File: src/rtl/clk_pulse_div.sv
// divides the base clock by 2 to the n into a tick pulse
`timescale 1ns/1ps
`default_nettype none
module clk_pulse_div #(
  parameter int MAX_N = 8
) (
  input wire logic core_clk_in,
  input wire logic rst_in,
  input wire logic [3:0] div_n_in,
  output logic tick_out
);
  logic [MAX_N-1:0] cnt_r, cnt_nxt;
  logic [MAX_N-1:0] mask;
  logic tick_r, tick_nxt;
  always_comb begin
    mask = MAX_N'((1 << div_n_in) - 1);
    cnt_nxt = cnt_r + 1'b1;
    tick_nxt = ((cnt_r & mask) == mask);
  end
  always_ff @(posedge core_clk_in) begin
    if (rst_in) begin
      cnt_r <= '0;
      tick_r <= 1'b0;
    end else begin
      cnt_r <= cnt_nxt;
      tick_r <= tick_nxt;
    end
  end
  assign tick_out = tick_r;
endmodule
`default_nettype wire

File: config.mk
export PLATFORM = sky130hd
export DESIGN_NAME = clk_pulse_div
export DESIGN_NICKNAME = d
export VERILOG_FILES = /design/src/rtl/clk_pulse_div.sv
export SDC_FILE = /design/constraint.sdc
export NUM_CORES = 1
export LEC_CHECK = 0
export BUFFER_PORTS_ARGS = -buffer_cell sky130_fd_sc_hd__buf_2
export CAP_MARGIN = 30
export CELL_PAD_IN_SITES_DETAIL_PLACEMENT = 0
export CELL_PAD_IN_SITES_GLOBAL_PLACEMENT = 2
export CORE_MARGIN = 2
export CORE_UTILIZATION = 34
export CTS_CLUSTER_SIZE = 20
export DETAILED_ROUTE_END_ITERATION = 10
export PLACE_DENSITY = 0.79
export SYNTH_ARGS = -nofsm -noshare
export SYNTH_HDL_FRONTEND = slang
export SYNTH_SLANG_ARGS = --single-unit
File: constraint.sdc
create_clock -name core_clk_in -period 3.25 [get_ports core_clk_in]
set_clock_uncertainty 0.15 [all_clocks]
set_input_delay 0.325 -clock core_clk_in [delete_from_list [all_inputs] [get_ports core_clk_in]]
set_output_delay 0.325 -clock core_clk_in [all_outputs]
set_load 0.05 [all_outputs]
==> reports/results.txt, run 1 <==
Outcome: completed
Fill cells: 137
Clk sinks: 9
Largest net degree at the start of global routing: 10
Pwr/cell area: 396 mW/mm2
GPL Wtd Cong: 0.796
Yosys Warn Count: 0
N_diodes: 0
Port bufs: 6
Post-synth EDFFs: 0
Worst-path maximum fanout: 8
Total CTS buffers: 3
WL/cell: 11.0 um
Starting DRC count in detailed routing: 1
Worst slew pin tran: 0.322 ns
Gr usage total: 0.112
Met2 Routed Length: 351 um
Detailed placer's ending HPWL: 653 um
Setup crit start kind: input port
Final setup TNS: 0 ns
Peak Freq: 526 MHz
Leakage: 0.223 nW
Final setup fails: 0
Initial antenna violation count: 0
Total iterations of the first detailed-routing run: 2
Share of layout cells above drive strength 1: 0.213
Final std cells w/o fill: 76
Number of vias per cell: 4.92
CP endpoint kind: flip-flop
Post-synthesis cell type count: 26
Setup repair bufs after CTS: 0
Die Area: 0.00178 mm2
Critical path class: in -> reg
Worst reg2reg path depth: 5
First-pass GRT wire length: 1480 um
M1 WL: 457 um
Sequential area share after synthesis: 0.364
Post-Place Worst Slack: 1.08 ns
Met3 Wirelength: 26 um
Slowest cell on crit path: or4_4
Pins Over Slew Limit: 0
Main synth FF type: dfxtp_1
Mapped Nets: 60
WP data arrival: 1.89 ns
Max transition margin: 0.783
Fin crit period: 1.90 ns
Residual DRC: 0
Routed Antenna Nets: 0
Max-cap viol count: 0
Hold_buf cts: 0
# nets final: 70
Clock Latency Late Sink: 0.25 ns
Post-Route WL: 835 um
Post-CTS sizing: 0
FP Rows: 13
I/O pin count: 7
CTS tree: yes
R2r setup slk: 1.85 ns
RSZ-0062 raised after global routing: no
Syn Inst Count: 52
Placed insts: 72
CORE AREA: 0.00133 mm2
Critical path startpoint: div_n_in[3]
CTS clk-pin slew, worst paths: 0.06 ns
H-tree depth: 1
Grt ovf: 0
Worst path max stage delay: 0.54 ns
Layout area overhead: 14.1%
Hold_ws: 0.220 ns
Async S/R FF share, synth: 0
Hold depth: 2
Syn Std Cell Area: 495 um2
Top sig layer: met3
Avg Cell Area, Syn: 9.53 um2
CP required: 3.24 ns
Reg-to-reg critical path endpoint: cnt_r[6]$_SDFF_PP0_
Initial Util: 0.371
Crit path cell chain: buf_2 > or4_4 > ha_1 > nor3_1 > a21o_1 > a32oi_1 > o221a_1
Chip Height: 42.2 um
WP depth: 7
Register area: 180 um2
Hold Path Class: in -> reg
Crit share post-route: 0.585
Die Wd: 42.2 um
Multi-input combinational cell area: 310 um2
Max VDD drop: 0.000182 V
Number of global-route vias before repair: 360
Critical path's top delay family: simple AND/OR/NAND/NOR gates
Commonest non-fill, non-tap cell in the layout: nor2_1
Routed via count: 374
CTS Buffer Depth: 2
Tot Pwr: 0.000224 W
Most frequent cells in the layout: 10 x nor2_1, 9 x dfxtp_1, 6 x buf_2
Hold Vio Cnt, Final: 0
Reg2Reg Launch Point: cnt_r[0]$_SDFF_PP0_
Worst setup margin: 1.35 ns
CTS Root Cell: clkbuf_4
Critical path buffers and inverters: 1
Worst Setup EP: tick_out$_SDFF_PP0_
Synthesized flop and latch total: 9
[stage by stage]
step | util | instance area, um2
4_1_cts | 0.424 | 566
3_3_place_gp | 0.404 | 539
3_5_place_dp | 0.404 | 539
2_1_floorplan | - | 495
5_1_grt | 0.424 | 566
6_report | 0.424 | 566
[how the worst min path moves through the flow]
stage	slack [ns]	endpoint	startpoint
after floorplan	0.32	cnt_r[0]$_SDFF_PP0_	cnt_r[0]$_SDFF_PP0_
after detailed placement	0.35	cnt_r[0]$_SDFF_PP0_	cnt_r[0]$_SDFF_PP0_
final	0.22	cnt_r[0]$_SDFF_PP0_	rst_in
after CTS	0.21	cnt_r[0]$_SDFF_PP0_	rst_in
after global routing	0.23	cnt_r[5]$_SDFF_PP0_	rst_in
after global placement	0.34	cnt_r[0]$_SDFF_PP0_	cnt_r[0]$_SDFF_PP0_
[registers in the layout, indices dropped and copies added (netlist names)]
name,flops
cnt_r,8
tick_out,1
[final cells by class]
class | count | share of cell area
Clock buffer | 4 | 0.0465
Sequential cell | 9 | 0.319
Timing Repair Buffer | 6 | 0.0531
Multi-Input combinational cell | 42 | 0.549
Tap cell | 15 | 0.0332
[cells by family (layout without fill, tap and decap cells)]
family | Yosys count | in the layout | synth area share
flip-flops | 9 | 9 | 0.364
AND/OR/NAND/NOR | 25 | 25 | 0.288
adder cells (fa/ha/maj) | 2 | 2 | 0.0505
AO/OA/AOI/OAI | 8 | 8 | 0.164
buffers and inverters | 1 | 10 | 0.0101
XOR/XNOR | 7 | 7 | 0.124
[layer usage]
layer,track usage,vias up
met5,0,-
met4,0.0375,0
met3,0.0647,0
met2,0.163,3
met1,0.137,167
li1,-,204
[power by group]
group | total (W) | switching [W] | internal [W]
registers | 0.000118 | 0.00000459 | 0.000114
clock network | 0.0000814 | 0.0000344 | 0.0000470
logic | 0.0000245 | 0.0000127 | 0.0000118
total | 0.000224 | 0.0000517 | 0.000172
[synth_stat cells, types with 2 or more instances]
| library cell | n | area, um2 |
|---|---|---|
| o21ai_0 | 2 | 10.0 |
| ha_1 | 2 | 25.0 |
| nand3_1 | 2 | 10.0 |
| nand2_1 | 2 | 7.51 |
| xnor2_1 | 3 | 26.3 |
| dfxtp_1 | 9 | 180 |
| nor2_1 | 10 | 37.5 |
| xor2_1 | 4 | 35.0 |
[worst register-to-register path, stage by stage (launching register included)]
cell	delay [ns]
dfxtp_1	0.44
ha_1	0.23
nand3_1	0.13
nor2_1	0.15
xnor2_1	0.13
nor2_1	0.06
No activity file was read; power rests on OpenSTA's default activity.
==> inputs of run 2 (changes only) <==
--- a/config.mk
+++ b/config.mk
@@ -10,10 +10,10 @@
 export CELL_PAD_IN_SITES_DETAIL_PLACEMENT = 0
 export CELL_PAD_IN_SITES_GLOBAL_PLACEMENT = 2
 export CORE_MARGIN = 2
-export CORE_UTILIZATION = 34
+export CORE_UTILIZATION = 32
 export CTS_CLUSTER_SIZE = 20
 export DETAILED_ROUTE_END_ITERATION = 10
-export PLACE_DENSITY = 0.79
+export PLACE_DENSITY = 0.75
 export SYNTH_ARGS = -nofsm -noshare
 export SYNTH_HDL_FRONTEND = slang
 export SYNTH_SLANG_ARGS = --single-unit
==> constraint.sdc (replaced) <==
create_clock -name core_clk_in -period 2 [get_ports core_clk_in]
set_clock_uncertainty 0.15 [all_clocks]
set_input_delay 0.2 -clock core_clk_in [delete_from_list [all_inputs] [get_ports core_clk_in]]
set_output_delay 0.2 -clock core_clk_in [all_outputs]
set_load 0.05 [all_outputs]
==> run 2 against run 1 <==
Die area is 5.6% higher. Largest cell class unchanged. Critical endpoint unchanged. Cell area is 6.9% higher. Setup slack worse by 1.1 ns. Highest routed layer is now met4.
==> reports/results.txt, run 2 (synthesized netlist as in run 1, its figures left out) <==
Outcome: completed (unchanged)
GPL Wtd Cong: 0.681 (was 0.796)
CTS Buffer Depth: 2 (unchanged)
WHS Endpoint: cnt_r[0]$_SDFF_PP0_ (unchanged)
Worst slew pin tran: 0.333 ns (was 0.322 ns)
Reg2Reg Launch Point: cnt_r[0]$_SDFF_PP0_ (unchanged)
Post-Route WL: 911 um (was 835 um)
Leakage: 0.247 nW (was 0.223 nW)
Crit share post-route: 0.864
Peak Freq: 578 MHz
CTS clk-pin slew, worst paths: 0.06 ns (about the same)
Max VDD drop: 0.000323 V (was 0.000182 V)
Share of layout cells above drive strength 1: 0.273 (was 0.213)
Post-CTS sizing: 0 (unchanged)
Fin util: 0.411 (was 0.424)
Die Wd: 43.4 um (was 42.2 um)
Initial antenna violation count: 0 (unchanged)
Layout area overhead: 22.0% (was 14.1%)
Initial Util: 0.337 (was 0.371)
N_diodes: 0 (unchanged)
Total iterations of the first detailed-routing run: 3 (was 2)
Critical path class: in -> reg (unchanged)
Port bufs: 6 (unchanged)
Register area: 180 um2 (unchanged)
WP data arrival: 1.73 ns (was 1.89 ns)
Multi-input combinational cell area: 310 um2 (unchanged)
Tot Pwr: 0.000375 W (was 0.000224 W)
Worst setup margin: 0.271 ns (was 1.35 ns)
Worst-path maximum fanout: 2 (was 8)
CTS Root Cell: clkbuf_4 (unchanged)
Gr usage total: 0.122 (was 0.112)
First-pass GRT wire length: 1640 um (was 1480 um)
Fill cells: 172 (was 137)
Max transition margin: 0.775 (was 0.783)
FP Rows: 14 (was 13)
Starting DRC count in detailed routing: 1 (unchanged)
Final setup fails: 0 (unchanged)
Hold Path Class: in -> reg (unchanged)
Max-cap viol count: 0 (unchanged)
Hold Vio Cnt, Final: 0 (unchanged)
WL/cell: 11.1 um (was 11.0 um)
# nets final: 75 (was 70)
Number of global-route vias before repair: 392 (was 360)
Min-delay src: rst_in (unchanged)
Most frequent cells in the layout: 10 x nor2_1, 9 x dfxtp_1, 6 x buf_2 (unchanged)
Hold depth: 2 (unchanged)
Commonest non-fill, non-tap cell in the layout: nor2_1 (unchanged)
Routed Antenna Nets: 0 (unchanged)
Number of vias per cell: 4.99 (was 4.92)
I/O pin count: 7 (unchanged)
Clock Latency Late Sink: 0.25 ns (about the same)
CTS tree: yes (unchanged)
Die Area: 0.00188 mm2 (was 0.00178 mm2)
Reg-to-reg critical path endpoint: cnt_r[6]$_SDFF_PP0_ (unchanged)
Routed via count: 409 (was 374)
Pwr/cell area: 621 mW/mm2 (was 396 mW/mm2)
Chip Height: 43.4 um (was 42.2 um)
R2r setup slk: 0.63 ns (was 1.85 ns)
Fin crit period: 1.73 ns
Largest net degree at the start of global routing: 10 (unchanged)
CP required: 2.00 ns (was 3.24 ns)
CP endpoint kind: flip-flop (unchanged)
Clk sinks: 9 (unchanged)
Pins Over Slew Limit: 0 (unchanged)
Grt ovf: 0 (unchanged)
Max reg flops: 8 (unchanged)
CORE AREA: 0.00147 mm2 (was 0.00133 mm2)
RSZ-0062 raised after global routing: no (unchanged)
Detailed placer's ending HPWL: 724 um (was 653 um)
Residual DRC: 0 (unchanged)
Worst reg2reg path depth: 5 (unchanged)
Cell Area, Placed: 578 um2 (was 539 um2)
Finished layout cell area: 604 um2 (was 566 um2)
Setup crit start kind: input port (unchanged)
H-tree depth: 1 (unchanged)
Post-Place Worst Slack: -0.00374 ns (was 1.08 ns)
Total CTS buffers: 3 (unchanged)
Top reg by flops: cnt_r (unchanged)
Setup repair bufs after CTS: 0 (unchanged)
Hold_buf cts: 0 (unchanged)
## run 2: how the worst max path moves through the flow
stage          slack, ns   startpoint                   to  cells past startpoint
5_1_grt             0.24  div_n_in[3]  tick_out$_SDFF_PP0_                      7
4_1_cts             0.26  div_n_in[3]  tick_out$_SDFF_PP0_                      7
3_3_place_gp        0.04  div_n_in[3]  tick_out$_SDFF_PP0_                      7
2_1_floorplan       0.17  div_n_in[3]  tick_out$_SDFF_PP0_                      6
6_report            0.27  div_n_in[3]  tick_out$_SDFF_PP0_                      7
3_5_place_dp      -0.004  div_n_in[3]  tick_out$_SDFF_PP0_                      7
## run 2: where the power goes
group	internal (W)	switching [W]
Clock	0.0000766	0.0000595
Combinational	0.0000254	0.0000225
Sequential	0.000185	0.00000697
Total	0.000287	0.0000890
## run 2: per-layer routing
layer	vias up	part of all wire	track usage
met2	5	0.46	0.182
met4	0	0.014	0.0727
li1	213	-	-
met5	-	0	0
met3	2	0.038	0.0500
met1	189	0.48	0.146
## run 2: worst max-delay path, cell delays in order
cell	delay (ns)
buf_2	0.11
or4_4	0.53
ha_1	0.22
nor3_1	0.20
a21o_1	0.12
a32oi_1	0.10
o221a_1	0.25
## run 2: cell type report
class / count / area share
multi-input cells: 42 / 0.513
flip-flops and latches: 9 / 0.298
repair buffers: 11 / 0.112
clock buffers: 4 / 0.0435
well taps: 16 / 0.0331
## run 2: through the flow
| stage | hold slack, ns | cells | TNS, ns |
|---|---|---|---|
| floorplan | 0.315 | 52 | 0 |
| detailed placement | 0.351 | 78 | -0.00374 |
| CTS | 0.0874 | 82 | 0 |
| finish | 0.0862 | 82 | 0 |
| global placement | 0.343 | 78 | 0 |
| global route | 0.103 | 82 | 0 |
